===== src/core/gfvc_pkg.sv =====
// gfvc_pkg: shared constants for the gated frequency / voltage counter
// assumes one 100 MHz system clock; all offsets are byte addresses of 32-bit words
package gfvc_pkg;

  // register map (byte offsets)
  localparam logic [3:0] GFVC_OFF_BUS_CMD  = 4'h0;  // instrument bus cycle issue
  localparam logic [3:0] GFVC_OFF_STATUS   = 4'h4;  // gate and sequencer state
  localparam logic [3:0] GFVC_OFF_CARRIES  = 4'h8;  // carry tallies
  localparam logic [3:0] GFVC_OFF_READBACK = 4'hC;  // presented stage value

  // bus command word field positions
  localparam int GFVC_ENA_LSB = 0;
  localparam int GFVC_SEL_LSB = 4;
  localparam int GFVC_DAT_LSB = 8;

  // enable code: bit 3 low lets the decoder run, bits 2..0 pick the line
  localparam int GFVC_ENA_GATE_BIT = 3;

  // select codes understood by the counter listener
  localparam logic [3:0] GFVC_SEL_CONFIG = 4'h0;  // data bit 0: clock gate source
  localparam logic [3:0] GFVC_SEL_ACTION = 4'h1;  // one-shot actions
  localparam logic [3:0] GFVC_SEL_RDBACK = 4'h2;  // drive stage value onto return lines

  // action data bits
  localparam int GFVC_ACT_CLR_ARM  = 0;  // clear both counters and arm frequency gate
  localparam int GFVC_ACT_DISARM   = 1;  // disarm frequency gate
  localparam int GFVC_ACT_VOLT_ARM = 2;  // arm voltmeter gate and fire ramp start
  localparam int GFVC_ACT_SHIFT    = 3;  // shift next stage into presented stage

  // stage moduli: cycle counter 16 x 2 = 32, clock counter 16 x 16 x 8 = 2048
  localparam logic [3:0] GFVC_CYC1_LAST = 4'hF;
  localparam logic [3:0] GFVC_CYC2_LAST = 4'h1;
  localparam logic [3:0] GFVC_CLK1_LAST = 4'hF;
  localparam logic [3:0] GFVC_CLK2_LAST = 4'hF;
  localparam logic [3:0] GFVC_CLK3_LAST = 4'h7;

  // reset values
  localparam logic [15:0] GFVC_BUS_RESET = 16'h0008;  // enable code decoder off

  // sequencer states, one-hot
  typedef enum logic [5:0] {
    GFVC_IDLE   = 6'b00_0001,
    GFVC_F_ARM  = 6'b00_0010,
    GFVC_F_RUN  = 6'b00_0100,
    GFVC_V_ARM  = 6'b00_1000,
    GFVC_V_RUN  = 6'b01_0000,
    GFVC_DONE   = 6'b10_0000
  } gfvc_state_t;

endpackage


===== src/core/gfvc_top.sv =====
// gfvc_top: gated frequency / voltage measurement counter with its instrument bus front end
// assumes a software master on the plain register port, and that the reference clock,
// the selected input signal and the stop-count pulse arrive asynchronously on pins
//
// Operation
// - frequency mode opens voltmeter switch and routes frequency gate into clock counter
// - armed selector closes frequency and cycle gates on next input cycle start
// - while gates are closed, carries of both counters go to the controller
// - disarmed selector opens both gates at next input cycle start
// - readout begins by presenting cycle counter stage one in parallel
// - each shift moves next stages into stage one until all stages read
// - voltage mode routes the voltmeter gate into the clock counter
// - first reference pulse after arming closes gate; then count every reference pulse
// - stop-count pulse opens stop-count gate and ends accumulation
// - stop-count gate stays open after a voltage measurement until the next voltmeter arm
// - voltage mode leaves cycle counter idle; same stage readout used
// - four-bit enable code: three bits pick one of eight lines, fourth enables
// - each listener holds one data code for each of sixteen select codes
// - select codes decode only while own enable line is asserted
// - data codes latch only when triggered by decoded select line
// - select bits leave controller low-true, inverted onto bus; data buffered
// - decoded line n asserts low when enable bits equal n
// - unbuffered return lines carry status or counts back to controller
// - cycle counter: two stages, combined ratio 32
// - clock counter: three stages, combined ratio 2048
//
// The register addresses and the address-and-strobe port were left to the implementer.
`timescale 1ns/10ps
`default_nettype none

module gfvc_top
  import gfvc_pkg::*;
#(
  parameter logic [2:0] COUNTER_UNIT = 3'd5   // enable line the counter listens on
)(
  input  wire logic        clk_sys_i,
  input  wire logic        rst_b_i,
  // register port
  input  wire logic [3:0]  reg_addr_i,
  input  wire logic [31:0] reg_wdata_i,
  input  wire logic        reg_wr_i,
  input  wire logic        reg_rd_i,
  output logic      [31:0] reg_rdata_o,
  // measurement pins
  input  wire logic        ref_clk_i,                // 2 MHz reference
  input  wire logic        selected_count_input_i,   // signal under frequency test
  input  wire logic        stop_count_i,             // end pulse from the converter
  output logic             ramp_start_o,
  output logic             volt_switch_closed_o,
  output logic             clk_gate_from_volt_o,
  output logic             freq_gate_closed_o,
  output logic             cycle_gate_closed_o,
  output logic             stop_gate_open_o,
  output logic             carry_clk_o,
  output logic             carry_cyc_o,
  // instrument bus
  output logic      [3:0]  unit_enable_code_o,
  output logic      [7:0]  decoded_unit_lines_n_o,
  output logic      [3:0]  function_select_code_o,
  output logic      [3:0]  function_value_code_o,
  output logic             bus_strobe_o,
  output logic      [3:0]  return_data_o,
  output logic             return_data_oe_o
);

  // ---------------- synchronisers ----------------
  // three flops per pin; logic reads only the second and third stages
  logic [2:0] sync1_q;
  logic [2:0] sync2_q;
  logic [2:0] sync3_q;
  always_ff @(posedge clk_sys_i or negedge rst_b_i)
  begin
    if (!rst_b_i)
    begin
      sync1_q <= 3'h0;
      sync2_q <= 3'h0;
      sync3_q <= 3'h0;
    end
    else
    begin
      sync1_q <= {stop_count_i, selected_count_input_i, ref_clk_i};
      sync2_q <= sync1_q;
      sync3_q <= sync2_q;
    end
  end

  // rising edges, taken between the second and a third flop
  wire ref_tick_w  = sync2_q[0] & ~sync3_q[0];
  wire sig_edge_w  = sync2_q[1] & ~sync3_q[1];
  wire stop_edge_w = sync2_q[2] & ~sync3_q[2];

  // ---------------- register port decode ----------------
  wire wr_bus_w = reg_wr_i && (reg_addr_i == GFVC_OFF_BUS_CMD);

  // bus command word: one write issues one bus cycle
  logic [15:0] bus_q;
  logic        bus_stb_q;
  always_ff @(posedge clk_sys_i or negedge rst_b_i)
  begin
    if (!rst_b_i)
    begin
      bus_q     <= GFVC_BUS_RESET;
      bus_stb_q <= 1'b0;
    end
    else
    begin
      if (wr_bus_w)
        bus_q <= reg_wdata_i[15:0];
      bus_stb_q <= wr_bus_w;
    end
  end

  // ---------------- instrument bus ----------------
  // enable code sits on controller lines 10..13
  wire [3:0] ena_code_w = bus_q[GFVC_ENA_LSB +: 4];
  // controller drives select low-true on lines 00..03
  wire [3:0] port_sel_low_w = ~bus_q[GFVC_SEL_LSB +: 4];
  wire [3:0] dat_code_w     = bus_q[GFVC_DAT_LSB +: 4];

  // decoder: line n low when enable bits equal n and gate bit low
  logic [7:0] unit_lines_n_w;
  genvar gu;
  generate
    for (gu = 0; gu < 8; gu++)
    begin : g_unit
      assign unit_lines_n_w[gu] = ~(~ena_code_w[GFVC_ENA_GATE_BIT]
                                   && (ena_code_w[2:0] == 3'(gu)));
    end
  endgenerate

  // inverting select buffers restore high-true on the bus
  wire [3:0] bus_sel_w = ~port_sel_low_w;

  // listener: select decoded only under own enable line
  wire        unit_on_w = ~unit_lines_n_w[COUNTER_UNIT];
  wire [15:0] sel_hit_w = (bus_stb_q && unit_on_w) ? (16'h0001 << bus_sel_w) : 16'h0000;

  // one data latch per select code, clocked by its decoded line
  logic [3:0] code_latch_q [16];
  genvar gs;
  generate
    for (gs = 0; gs < 16; gs++)
    begin : g_latch
      always_ff @(posedge clk_sys_i or negedge rst_b_i)
      begin
        if (!rst_b_i)
          code_latch_q[gs] <= 4'h0;
        else if (sel_hit_w[gs])
          code_latch_q[gs] <= dat_code_w;
      end
    end
  endgenerate

  // clock counter source: 0 frequency gate, 1 voltmeter gate
  wire volt_src_w = code_latch_q[GFVC_SEL_CONFIG][0];

  // action strobes, one cycle each
  wire act_w       = sel_hit_w[GFVC_SEL_ACTION];
  wire clr_arm_w   = act_w && dat_code_w[GFVC_ACT_CLR_ARM];
  wire disarm_w    = act_w && dat_code_w[GFVC_ACT_DISARM];
  wire volt_arm_w  = act_w && dat_code_w[GFVC_ACT_VOLT_ARM];
  wire shift_w     = act_w && dat_code_w[GFVC_ACT_SHIFT];
  wire rdback_w    = sel_hit_w[GFVC_SEL_RDBACK];

  // ---------------- mode sequencer ----------------
  gfvc_state_t state_q;
  gfvc_state_t state_d;
  logic        disarm_q;   // disarm request pending until next input edge

  // next-state logic; clear-and-arm takes effect only in frequency mode
  always_comb
  begin
    state_d = state_q;
    case (state_q)
      GFVC_IDLE, GFVC_DONE:
      begin
        if (clr_arm_w && !volt_src_w)
          state_d = GFVC_F_ARM;
        else if (volt_arm_w && volt_src_w)
          state_d = GFVC_V_ARM;
      end
      GFVC_F_ARM:
        if (sig_edge_w)
          state_d = GFVC_F_RUN;
      GFVC_F_RUN:
        if (sig_edge_w && disarm_q)
          state_d = GFVC_DONE;
      GFVC_V_ARM:
        if (ref_tick_w)
          state_d = GFVC_V_RUN;
      GFVC_V_RUN:
        if (stop_edge_w)
          state_d = GFVC_DONE;
      default:
        state_d = GFVC_IDLE;
    endcase
  end

  always_ff @(posedge clk_sys_i or negedge rst_b_i)
  begin
    if (!rst_b_i)
      state_q <= GFVC_IDLE;
    else
      state_q <= state_d;
  end

  // disarm is remembered so that the gates open only on a whole-cycle boundary
  always_ff @(posedge clk_sys_i or negedge rst_b_i)
  begin
    if (!rst_b_i)
      disarm_q <= 1'b0;
    else if (state_q != GFVC_F_RUN)
      disarm_q <= 1'b0;
    else if (disarm_w)
      disarm_q <= 1'b1;
  end

  // gate conditions
  wire f_run_w   = (state_q == GFVC_F_RUN);
  wire v_run_w   = (state_q == GFVC_V_RUN);
  // cycle counter only runs in frequency mode
  wire cyc_inc_w = f_run_w && sig_edge_w;
  // clock counter counts reference pulses through whichever gate is routed
  wire clk_inc_w = ref_tick_w && ((f_run_w && !volt_src_w) || (v_run_w && volt_src_w));

  // ---------------- counter stages ----------------
  // readout chain order: cyc1 <- cyc2 <- clk3 <- clk2 <- clk1
  logic [3:0] cyc1_q;
  logic [3:0] cyc2_q;
  logic [3:0] clk1_q;
  logic [3:0] clk2_q;
  logic [3:0] clk3_q;

  // stage rollovers form the carry chains
  wire cyc1_wrap_w = cyc_inc_w && (cyc1_q == GFVC_CYC1_LAST);
  wire cyc_carry_w = cyc1_wrap_w && (cyc2_q == GFVC_CYC2_LAST);
  wire clk1_wrap_w = clk_inc_w && (clk1_q == GFVC_CLK1_LAST);
  wire clk2_wrap_w = clk1_wrap_w && (clk2_q == GFVC_CLK2_LAST);
  wire clk_carry_w = clk2_wrap_w && (clk3_q == GFVC_CLK3_LAST);

  // a shift reloads stages; clear-and-arm or voltmeter arm wipes them; counting otherwise
  always_ff @(posedge clk_sys_i or negedge rst_b_i)
  begin
    if (!rst_b_i)
    begin
      cyc1_q <= 4'h0;
      cyc2_q <= 4'h0;
      clk1_q <= 4'h0;
      clk2_q <= 4'h0;
      clk3_q <= 4'h0;
    end
    else if (clr_arm_w || volt_arm_w)
    begin
      cyc1_q <= 4'h0;
      cyc2_q <= 4'h0;
      clk1_q <= 4'h0;
      clk2_q <= 4'h0;
      clk3_q <= 4'h0;
    end
    else if (shift_w)
    begin
      cyc1_q <= cyc2_q;
      cyc2_q <= clk3_q;
      clk3_q <= clk2_q;
      clk2_q <= clk1_q;
      clk1_q <= 4'h0;
    end
    else
    begin
      if (cyc_inc_w)
        cyc1_q <= cyc1_wrap_w ? 4'h0 : cyc1_q + 4'h1;
      if (cyc1_wrap_w)
        cyc2_q <= (cyc2_q == GFVC_CYC2_LAST) ? 4'h0 : cyc2_q + 4'h1;
      if (clk_inc_w)
        clk1_q <= clk1_wrap_w ? 4'h0 : clk1_q + 4'h1;
      if (clk1_wrap_w)
        clk2_q <= (clk2_q == GFVC_CLK2_LAST) ? 4'h0 : clk2_q + 4'h1;
      if (clk2_wrap_w)
        clk3_q <= (clk3_q == GFVC_CLK3_LAST) ? 4'h0 : clk3_q + 4'h1;
    end
  end

  // ---------------- carries and tallies ----------------
  // carries leave one cycle after their counting tick, so up to one cycle after the gates open; tallies let software count them
  logic        carry_clk_q;
  logic        carry_cyc_q;
  logic [15:0] tally_clk_q;
  logic [15:0] tally_cyc_q;
  always_ff @(posedge clk_sys_i or negedge rst_b_i)
  begin
    if (!rst_b_i)
    begin
      carry_clk_q <= 1'b0;
      carry_cyc_q <= 1'b0;
      tally_clk_q <= 16'h0000;
      tally_cyc_q <= 16'h0000;
    end
    else
    begin
      carry_clk_q <= clk_carry_w;
      carry_cyc_q <= cyc_carry_w;
      if (clr_arm_w || volt_arm_w)
      begin
        tally_clk_q <= 16'h0000;
        tally_cyc_q <= 16'h0000;
      end
      else
      begin
        if (clk_carry_w)
          tally_clk_q <= tally_clk_q + 16'h0001;
        if (cyc_carry_w)
          tally_cyc_q <= tally_cyc_q + 16'h0001;
      end
    end
  end

  // ---------------- pin outputs and return lines ----------------
  // ramp start pulse, stop gate, and return-line drive all registered
  logic       ramp_q;
  logic       stop_open_q;
  logic [3:0] ret_q;
  logic       ret_oe_q;
  always_ff @(posedge clk_sys_i or negedge rst_b_i)
  begin
    if (!rst_b_i)
    begin
      ramp_q      <= 1'b0;
      stop_open_q <= 1'b0;
      ret_q       <= 4'h0;
      ret_oe_q    <= 1'b0;
    end
    else
    begin
      ramp_q <= volt_arm_w && volt_src_w && (state_q == GFVC_IDLE || state_q == GFVC_DONE);
      // stop gate opens on the converter pulse and recloses on the next voltmeter arm
      if (v_run_w && stop_edge_w)
        stop_open_q <= 1'b1;
      else if (state_d == GFVC_V_ARM)
        stop_open_q <= 1'b0;
      // stage one goes back on the unbuffered lines for one bus cycle
      ret_oe_q <= rdback_w;
      if (rdback_w)
        ret_q <= cyc1_q;
    end
  end

  // ---------------- register reads ----------------
  wire [31:0] status_w = {20'h0_0000, stop_open_q, disarm_q, volt_src_w, 3'h0, state_q};
  wire [31:0] rd_mux_w = (reg_addr_i == GFVC_OFF_BUS_CMD)  ? {16'h0000, bus_q} :
                         (reg_addr_i == GFVC_OFF_STATUS)   ? status_w :
                         (reg_addr_i == GFVC_OFF_CARRIES)  ? {tally_cyc_q, tally_clk_q} :
                         (reg_addr_i == GFVC_OFF_READBACK) ? {28'h000_0000, cyc1_q} :
                                                             32'h0000_0000;

  // read data stands only in the cycle after the strobe; unmapped reads return zero
  logic [31:0] rdata_q;
  always_ff @(posedge clk_sys_i or negedge rst_b_i)
  begin
    if (!rst_b_i)
      rdata_q <= 32'h0000_0000;
    else
      rdata_q <= reg_rd_i ? rd_mux_w : 32'h0000_0000;
  end

  // ---------------- output assignments ----------------
  assign reg_rdata_o            = rdata_q;
  assign ramp_start_o           = ramp_q;
  assign volt_switch_closed_o   = volt_src_w && (state_q == GFVC_V_RUN);   // open in frequency mode
  assign clk_gate_from_volt_o   = volt_src_w;
  assign freq_gate_closed_o     = f_run_w;
  assign cycle_gate_closed_o    = f_run_w;
  assign stop_gate_open_o       = stop_open_q;
  assign carry_clk_o            = carry_clk_q;
  assign carry_cyc_o            = carry_cyc_q;
  assign unit_enable_code_o     = ena_code_w;
  assign decoded_unit_lines_n_o = unit_lines_n_w;
  assign function_select_code_o = bus_sel_w;
  assign function_value_code_o  = dat_code_w;
  assign bus_strobe_o           = bus_stb_q;
  assign return_data_o          = ret_q;
  assign return_data_oe_o       = ret_oe_q;

endmodule // gfvc_top

`default_nettype wire


===== config.mk =====
export PLATFORM = sky130hd
export DESIGN_NAME = gfvc_top
export DESIGN_NICKNAME = d
export VERILOG_FILES = /design/src/core/gfvc_pkg.sv /design/src/core/gfvc_top.sv
export SDC_FILE = /design/constraint.sdc
export NUM_CORES = 1
export LEC_CHECK = 0
export ABC_AREA = 1
export BUFFER_PORTS_ARGS = -buffer_cell sky130_fd_sc_hd__buf_2
export CAP_MARGIN = 20
export CORE_UTILIZATION = 50
export CTS_CLUSTER_SIZE = 10
export DETAILED_ROUTE_END_ITERATION = 8
export HOLD_SLACK_MARGIN = 0.15
export PLACE_DENSITY = 0.76
export RECOVER_POWER = 100
export SYNTH_ARGS = -nofsm -noshare
export SYNTH_HDL_FRONTEND = slang
export SYNTH_SLANG_ARGS = --single-unit

===== constraint.sdc =====
create_clock -name clk_sys_i -period 2.75 [get_ports clk_sys_i]
set_input_delay 0.275 -clock clk_sys_i [delete_from_list [all_inputs] [get_ports clk_sys_i]]
set_output_delay 0.275 -clock clk_sys_i [all_outputs]
set_load 0.005 [all_outputs]

* Yosys cells after proc, flatten, opt, wreduce, memory -nomap -nowiden *
Cells that the tools add are included.

word-level totals
  bits of input ports = 43
  word-level logic and storage cells = 155
  flip-flop bits (word level) = 127

operators by class
  bitwise logic cells = 17
  shift-type cells = 1
  mux-type cells = 41
  equality and inequality tests = 23
  add/subtract/negate cells = 7
  reductions and logical operators = 44

operators by type and width
  kind                                                                   number
  32-bit two-way mux                                                     4
  4-bit two-way mux                                                      21
  16-bit two-way mux                                                     4
  6-bit two-way mux                                                      6
  16-bit by 1-bit adder with 16-bit output, second input constant        2
  6-bit case mux with 5 select lines                                     1
  1-bit logical AND                                                      28
  4-bit by 1-bit adder with 4-bit output, second input constant          5
  4-bit equality test, second input constant                             5
  3-bit nonzero test                                                     5
  3-bit equality test, second input constant                             4
  6-bit by 4-bit equality test with 1-bit output, second input constant  2
  1-bit NOT                                                              12
  4-bit by 3-bit equality test with 1-bit output, second input constant  2
  4-bit NOT                                                              2
  2-bit nonzero test                                                     4
  3-bit by 2-bit equality test with 1-bit output, second input constant  2
  6-bit by 1-bit equality test with 1-bit output, second input constant  1
  6-bit by 2-bit equality test with 1-bit output, second input constant  1
  6-bit by 3-bit equality test with 1-bit output, second input constant  1
  6-bit by 5-bit equality test with 1-bit output, second input constant  1
  6-bit equality test, second input constant                             1
  6-bit by 3-bit != test with 1-bit output, second input constant        1
  4-bit by 1-bit equality test with 1-bit output, second input constant  1
  other kinds (10)                                                       17

* Longest topological paths before layout *
Gate-level depths: netlist (run 1).

  word-level depth = 12
  mapped depth = 11
  depth with buffers taken out = 11

* Worst setup path before layout (run 1) *
No wires, ideal clock.

  path kind = register to register
  start = register clk1_q[0]
  end = register tally_clk_q[10]
  data required time = 2.632 ns
  stages on the path, launching flop included = 10
  setup time = 0.118 ns
  arrival = 1.407 ns
  clock period less this slack = 1.524 ns
  setup slack = 1.226 ns
  cell sequence = dfrtp_1 -> ha_1 -> inv_1 -> nor2_1 -> inv_1 -> nor2_4 -> nand3_4 -> buf_6 -> nand3_1 -> nand2_1

on the way
  cells in the longest elaborated chain, start to end = 5

RTL lines
  what                          RTL line         text
  from (decl)                   gfvc_top.sv:230  logic [3:0] clk1_q;
  from (signal assigned)        gfvc_top.sv:275  clk1_q <= clk1_wrap_w ? 4'h0 : clk1_q + 4'h1;
  4-bit equality test           gfvc_top.sv:237  wire clk1_wrap_w = clk_inc_w && (clk1_q == GFVC_CLK1_LAST);
  1-bit logical AND             gfvc_top.sv:237
  1-bit logical AND             gfvc_top.sv:238  wire clk2_wrap_w = clk1_wrap_w && (clk2_q == GFVC_CLK2_LAST);
  1-bit logical AND             gfvc_top.sv:239  wire clk_carry_w = clk2_wrap_w && (clk3_q == GFVC_CLK3_LAST);
  2-bit nonzero test (no line)  -
  to (signal assigned)          gfvc_top.sv:310  tally_clk_q <= tally_clk_q + 16'h0001;
  to (decl)                     gfvc_top.sv:287  logic [15:0] tally_clk_q;

No other way between the ends.
A chain may end at the register's enable or synchronous reset.

* Final worst setup path (run 1) *
  start = register bus_q[2]
  end = register tally_cyc_q[9]

on the way
  cells in the longest elaborated chain, start to end = 7
  elaborated cells on any way between the ends = 9

RTL lines
  what                                                             RTL line                          text
  from (decl)                                                      gfvc_top.sv:96                    logic [15:0] bus_q;
  from (signal assigned)                                           gfvc_top.sv:108                   bus_q <= reg_wdata_i[15:0];
  3-bit equality test *                                            gfvc_top.sv:127                   && (ena_code_w[2:0] == 3'(gu)));
  1-bit logical AND *                                              gfvc_top.sv:127
  1-bit logical AND *                                              gfvc_top.sv:136                   wire [15:0] sel_hit_w = (bus_stb_q && unit_on_w) ? (16'h0001 << bus_sel_w) : 16'h0000;
  3-bit two-way mux *                                              gfvc_top.sv:136
  1-bit logical AND (on tied branches)                             gfvc_top.sv:159, gfvc_top.sv:161
  1-bit logical OR *                                               gfvc_top.sv:302                   if (clr_arm_w || volt_arm_w)
  16-bit two-way mux / 2-bit nonzero test (equally long branches)  -
  to (signal assigned)                                             gfvc_top.sv:312                   tally_cyc_q <= tally_cyc_q + 16'h0001;
  to (decl)                                                        gfvc_top.sv:288                   logic [15:0] tally_cyc_q;

Every way passes the cells marked *; elsewhere a longest branch is shown, timed or not.

==> results of run 1 <==
==> where the power goes <==
group	switching (mW)	internal, mW	leakage [nW]
Combinational	0.215	0.130	1.93
Clock	0.797	1.61	0.313
Sequential	0.0748	1.95	1.72
Total	1.09	3.69	3.96
==> cells by family after synthesis <==
logic type	share of synthesized area
AOI/OAI and AO/OA	0.0751
adders and majority gates	0.0115
and+or+nand+nor	0.297
xor gates and xnor gates	0.0309
DFF	0.488
buffers and inverters	0.0972
==> how the worst min path moves through the flow <==
stage,start,end
after floorplan,rst_b_i,bus_q[0]$_DFFE_PN0P_
after global placement,rst_b_i,sync3_q[1]$_DFF_PN0_
after detailed placement,rst_b_i,sync3_q[1]$_DFF_PN0_
after CTS,reg_wr_i,bus_q[15]$_DFFE_PN0P_
after global routing,reg_rd_i,reg_rdata_o[9]$_DFF_PN0_
final,reg_wr_i,bus_q[12]$_DFFE_PN0P_
==> per-stage QoR <==
step	power (mW)	hold WS, ns	util
final	4.78	0.212	0.612
after global placement	2.39	0.299	0.555
after detailed placement	2.40	0.300	0.555
after global routing	4.97	0.210	0.612
after CTS	4.84	0.202	0.622
after floorplan	2.28	-0.0206	-
==> cells in the mapped netlist, drive strengths merged <==
cell type / n / area, um2
nand2: 182 / 698
dfrtp: 125 / 3130
inv: 102 / 383
nand3: 90 / 490
nor2: 90 / 402
o21ai: 66 / 342
buf: 31 / 235
nand4: 30 / 209
xor2: 22 / 193
nor3: 17 / 96.4
a21oi: 15 / 75.1
o22ai: 7 / 50.1
ha: 6 / 75.1
or2: 5 / 31.3
clkbuf: 3 / 11.3
dfstp: 2 / 52.6
a211oi: 1 / 7.51
clkinv: 1 / 3.75
nor3b: 1 / 7.51
o211ai: 1 / 7.51
o21bai: 1 / 7.51
xnor2: 1 / 8.76
==> routing by layer <==
metal	share of wire	wire [um]
met5	0	0
met3	0.052	772
met1	0.44	6630
met4	0.013	198
met2	0.49	7300
==> layout by cell type, fill, tap and decap left out, types with 17 or more instances in the layout <==
| cell type | n |
|---|---|
| o21ai_0 | 60 |
| nand2_1 | 179 |
| inv_1 | 99 |
| xor2_1 | 22 |
| clkbuf_16 | 17 |
| nand4_1 | 28 |
| nand3_1 | 88 |
| dfrtp_1 | 125 |
| dlygate4sd3_1 | 20 |
| nor2_1 | 84 |
| nor3_1 | 17 |
| clkbuf_1 | 50 |
| buf_2 | 44 |
==> layout make-up <==
cell class                 count  area share
clock buffer                  23      0.0629
clock inverter                 9      0.0200
inverter                     103      0.0498
multi-input combinational    535       0.342
sequential                   127       0.410
tap                          172      0.0277
timing repair buffer         120      0.0877
==> tightest hold or removal path, stage by stage <==
cell and delay, ns:
buf_2 0.07, nand2_1 0.11, nand2_1 0.09, nand2_1 0.05
==> state kept, by name, summed over array words and instances, names as in the netlist <==
name	flops
reg_rdata_o	32
bus_q	16
tally_clk_q	16
tally_cyc_q	16
state_q	6
clk1_q	4
clk2_q	4
clk3_q	4
cyc1_q	4
cyc2_q	4
return_data_o	4
sync1_q	3
sync2_q	3
sync3_q	3
bus_strobe_o	1
carry_clk_o	1
carry_cyc_o	1
clk_gate_from_volt_o	1
disarm_q	1
ramp_start_o	1
return_data_oe_o	1
stop_gate_open_o	1
==> timing repair <==
action                                  CTS  global route
endpoints found under the setup margin    0             0
hold endpoints to repair                 58             0
hold buffers                             20             0
==> impl_metrics.json, run 1 <==
{
  "drc": 2,
  "first_pass_iters": 9,
  "met2_usage": 0.402,
  "whs_path_depth": 4,
  "first_iter_violations": 374,
  "worst_slack_ns": 0.507,
  "drt_wl_total_um": 14900,
  "vias_per_cell": 5.19,
  "worstPathCellList": "inv_1 -> nor2_1 -> nand3_1 -> nor2_8 -> o21ai_4 -> clkinv_1 -> clkbuf_1 -> nor2_1 -> nand2_1 -> nand2_1",
  "crit_arrival_ns": 2.54,
  "cts_buffers": 17,
  "path_max_fanout": 24,
  "multiInputGateArea_mm2": 0.00265,
  "grt_max_degree": 47,
  "cpLargestDelayFamily": "simple AND/OR/NAND/NOR gates",
  "ys_ff_latch": 127,
  "violations": "DRC",
  "hold_viol": 0,
  "cts.reportedPaths.clkPinSlew_ns": 0.06,
  "syn_avg_cell_area_um2": 8.15,
  "critPathBufInv": 3,
  "grt_use_met1": 0.318,
  "clk_path_buf_depth": 2,
  "period_minus_slack_ns": 2.24,
  "die-area_mm2": 0.0135,
  "p_leak_nw": 3.96,
  "tns_ns": 0,
  "required_ns": 3.05,
  "crit_start": "bus_q[2]$_DFFE_PN0P_",
  "endpoint_kind": "flip-flop",
  "cellPowerDensity_mw_per_mm2": 616,
  "ant_nets": 0,
  "reg2reg_depth": 10,
  "placementRows": 41,
  "final_area_mm2": 0.00776,
  "grt_pass1_wl_um": 25200,
  "clkLatencyLatePin_ns": 0.42,
  "grtUsageTotal": 0.243,
  "worstReg2RegStart": "bus_q[2]$_DFFE_PN0P_",
  "dp_hpwl_um": 10200,
  "fin_crit_sh": 0.815,
  "tightest_slew_ns": 1.09,
  "fin_skew_ns": 0.00772,
  "cts-resized-gates": 0,
  "pre_cts_slack_ns": 0.870,
  "busiest_layer": "met2",
  "syn_inst": 799,
  "grt.overflow.total": 0,
  "post-cts-setup-buffers": 0,
  "slew_headroom": 0.275,
  "dp.cells": 1037,
  "rrSetupSlack_ns": 0.51,
  "gp_congestion": 0.867,
  "ys_seq_area_frac": 0.488,
  "first_global_vias": 5312,
  "max_stage_delay_ns": 0.37,
  "synth_area_mm2": 0.00651,
  "outcome": "finished, violations left",
  "n_fill_cell": 1121,
  "htreeDepth": 4,
  "syn-num-nets": 848,
  "clock-root-buffer": "clkbuf_16",
  "synth.distinct_cells": 39,
  "crit_slowest_cell": "dfrtp_1",
  "fmax_ghz": 0.446,
  "dpl_cell_area_mm2": 0.00704,
  "hold_class": "in -> reg",
  "core-area_mm2": 0.0127,
  "finalSetupViolCount": 0,
  "criticalPathCategory": "reg -> reg",
  "routed-via-count": 5648,
  "antenna_cells": 0,
  "antenna_found_initial": 0,
  "worstSetupStartpointType": "flip-flop",
  "cts_tree": "done",
  "chipHeight_um": 116,
  "io-pin-count": 109,
  "crit_cells": 10,
  "areaGrowthSynthToFinish_pct": 19.1,
  "ir_worst_vdd_mv": 0.468,
  "numPortBuffers": 92,
  "grtUsageMet3": 0.0560,
  "register_area_mm2": 0.00318,
  "r2r_end": "tally_cyc_q[9]$_DFFE_PN0P_",
  "rsz0062_at_grt": "false",
  "nets": 953,
  "start_util": 0.514,
  "cts.sinks": 127,
  "drive_above_1_share": 0.116,
  "drv_cap": 0,
  "crit_path_end": "tally_cyc_q[9]$_DFFE_PN0P_",
  "yosysWarnings": 0,
  "wl_per_cell_um": 13.7,
  "slew_violations": 0,
  "fin_cells": 1089,
  "die_x_um": 116
}
Note: power is estimated with default switching activity, not from simulation.
==> run 2, diff against run 1 <==
--- a/config.mk
+++ b/config.mk
@@ -12,7 +12,7 @@
 export CTS_CLUSTER_SIZE = 10
 export DETAILED_ROUTE_END_ITERATION = 8
 export HOLD_SLACK_MARGIN = 0.15
-export PLACE_DENSITY = 0.76
+export PLACE_DENSITY = 0.79
 export RECOVER_POWER = 100
 export SYNTH_ARGS = -nofsm -noshare
 export SYNTH_HDL_FRONTEND = slang
==> constraint.sdc (replaced) <==
create_clock -name clk_sys_i -period 1.9 [get_ports clk_sys_i]
set_input_delay 0.19 -clock clk_sys_i [delete_from_list [all_inputs] [get_ports clk_sys_i]]
set_output_delay 0.19 -clock clk_sys_i [all_outputs]
set_load 0.005 [all_outputs]
==> run 2 against run 1 <==
The flow now finishes without violations. Cell area increased by 2.0%. Clock power increased by 35%. Sequential share of layout area decreased by 0.81 points. Die area unchanged. Sequential power increased by 45%. Via count increased by 3.5%. Count of clock-buffer cells in the layout increased by 2.
==> impl_metrics.json, run 2 (synthesized netlist as in run 1, its figures left out) <==
{
  "outcome": "finished, final reports clean",
  "ant_nets": 0,
  "whs_ns": 0.207,
  "crit_slowest_cell": "dlygate4sd3_1",
  "dp_hpwl_um": 10500,
  "grtUsageTotal": 0.252,
  "max_stage_delay_ns": 0.54,
  "hold_class": "in -> reg",
  "grt_pass1_wl_um": 25900,
  "cellPowerDensity_mw_per_mm2": 854,
  "drive_above_1_share": 0.137,
  "die-area_mm2": 0.0135,
  "worst_path_most_repeated_cell": "nand2_1",
  "io-pin-count": 109,
  "routed-via-count": 5843,
  "antenna_found_initial": 0,
  "tns_ns": 0,
  "cts.sinks": 127,
  "n_fill_cell": 1059,
  "fmax_ghz": 0.566,
  "criticalPathCategory": "in -> reg",
  "first_iter_violations": 516,
  "clkLatencyLatePin_ns": 0.43,
  "post-cts-setup-buffers": 0,
  "period_minus_slack_ns": 1.77,
  "clock-root-buffer": "clkbuf_16",
  "numPortBuffers": 92,
  "drc": 0,
  "grt_max_degree": 49,
  "layout_common_cells": "nand2_1, dfrtp_1, inv_1, nand3_1, nor2_1",
  "path_max_fanout": 26,
  "tightest_slew_ns": 1.00,
  "crit_arrival_ns": 2.13,
  "gp_congestion": 0.904,
  "ir_worst_vdd_mv": 0.593,
  "p_leak_nw": 4.03,
  "required_ns": 2.26,
  "drt_wl_total_um": 15900,
  "endpoint_kind": "flip-flop",
  "cts_buffers": 17,
  "vias_per_cell": 5.29,
  "largest_register_ffs": 32,
  "die_x_um": 116,
  "first_global_vias": 5488,
  "areaGrowthSynthToFinish_pct": 21.5,
  "core-area_mm2": 0.0127,
  "worstSetupStartpointType": "input pin",
  "grt.overflow.total": 0,
  "worstPathCellList": "buf_2 -> nor3_1 -> nand2_1 -> inv_1 -> buf_4 -> nand2_1 -> nand2_1 -> dlygate4sd3_1",
  "clk_path_buf_depth": 2,
  "cpLargestDelayFamily": "buffers and inverters",
  "nets": 969,
  "placementRows": 41,
  "hold_viol": 0,
  "htreeDepth": 4,
  "drv_cap": 0,
  "cts.reportedPaths.clkPinSlew_ns": 0.05,
  "critPathBufInv": 4,
  "first_pass_iters": 7,
  "final_common_cell": "nand2_1",
  "fin_skew_ns": 0.0108,
  "finalSetupViolCount": 0,
  "fin_crit_sh": 0.930,
  "rsz0062_at_grt": "false",
  "slew_headroom": 0.331,
  "start_util": 0.514,
  "wl_per_cell_um": 14.4,
  "chipHeight_um": 116,
  "antenna_cells": 0,
  "cts_tree": "done",
  "slew_violations": 0
}
[run 2: changes by cell type in the layout (fill, tap and decap cells not counted), moves of 3 or more]
cell / previous run / this run
nor2_1: 84 / 80
clkbuf_8: 4 / 1
buf_4: 4 / 13
dlygate4sd3_1: 20 / 26
clkbuf_1: 50 / 47
o21ai_0: 60 / 54
nor2_4: 3 / 7
buf_2: 44 / 52
nand3_1: 88 / 85
o21ai_1: 3 / 10
[run 2: stage by stage]
step	total power, mW	utilization	setup slack, ns	instances	area [um2]
after floorplan	3.30	-	0.376	799	6510
after global placement	3.48	0.562	0.189	1047	7130
after detailed placement	3.49	0.562	0.149	1047	7130
after CTS	6.78	0.629	0.131	1105	7960
after global routing	6.99	0.625	0.00146	1105	7910
final	6.76	0.625	0.133	1105	7910
[run 2: path summary, 6_finish.rpt]
kind	cells past startpoint	start	endpoint	slack, ns
max reg2reg	8	state_q[5]$_DFF_PN0_	tally_clk_q[8]$_DFFE_PN0P_	0.14
min reg2reg	0	sync1_q[1]$_DFF_PN0_	sync2_q[1]$_DFF_PN0_	0.35
max	8	reg_addr_i[3]	bus_q[12]$_DFFE_PN0P_	0.13
max in group asynchronous	3	rst_b_i	tally_cyc_q[10]$_DFFE_PN0P_	0.46
min in group asynchronous	2	rst_b_i	reg_rdata_o[21]$_DFF_PN0_	0.46
min	3	reg_addr_i[3]	reg_rdata_o[7]$_DFF_PN0_	0.21
[run 2: per-layer routing]
| layer | routed length [um] | GRT usage | vias to the layer above |
|---|---|---|---|
| met5 | 0 | 0 | - |
| met4 | 361 | 0.0940 | 0 |
| met3 | 970 | 0.0680 | 35 |
| met2 | 7720 | 0.412 | 188 |
| met1 | 6870 | 0.323 | 2803 |
| li1 | - | - | 2817 |
[run 2: final cells by class]
cell class	instances	area (um2)	share of cell area
multi-input combinational	535	2710	0.343
tap	172	215	0.0272
sequential	127	3180	0.402
clock buffer	25	465	0.0588
timing repair buffer	136	838	0.106
inverter	103	390	0.0493
clock inverter	7	113	0.0142
[run 2: what timing repair did]
item                                    4_1_cts  5_1_grt
hold buffers                                 26        0
endpoints found under the setup margin        0       11
gates resized for setup                       0        6
endpoints found under the hold margin       149        0
[run 2: where the power goes]
part           total [mW]  switching, mW  internal (mW)
Clock                3.25           1.16           2.09
Combinational       0.564          0.333          0.231
Sequential           2.95          0.119           2.83
Total                6.76           1.61           5.15
[run 2: worst min-delay path: stages]
cell and delay (ns):
buf_2 0.18, a21oi_1 0.15, nor2_1 0.06
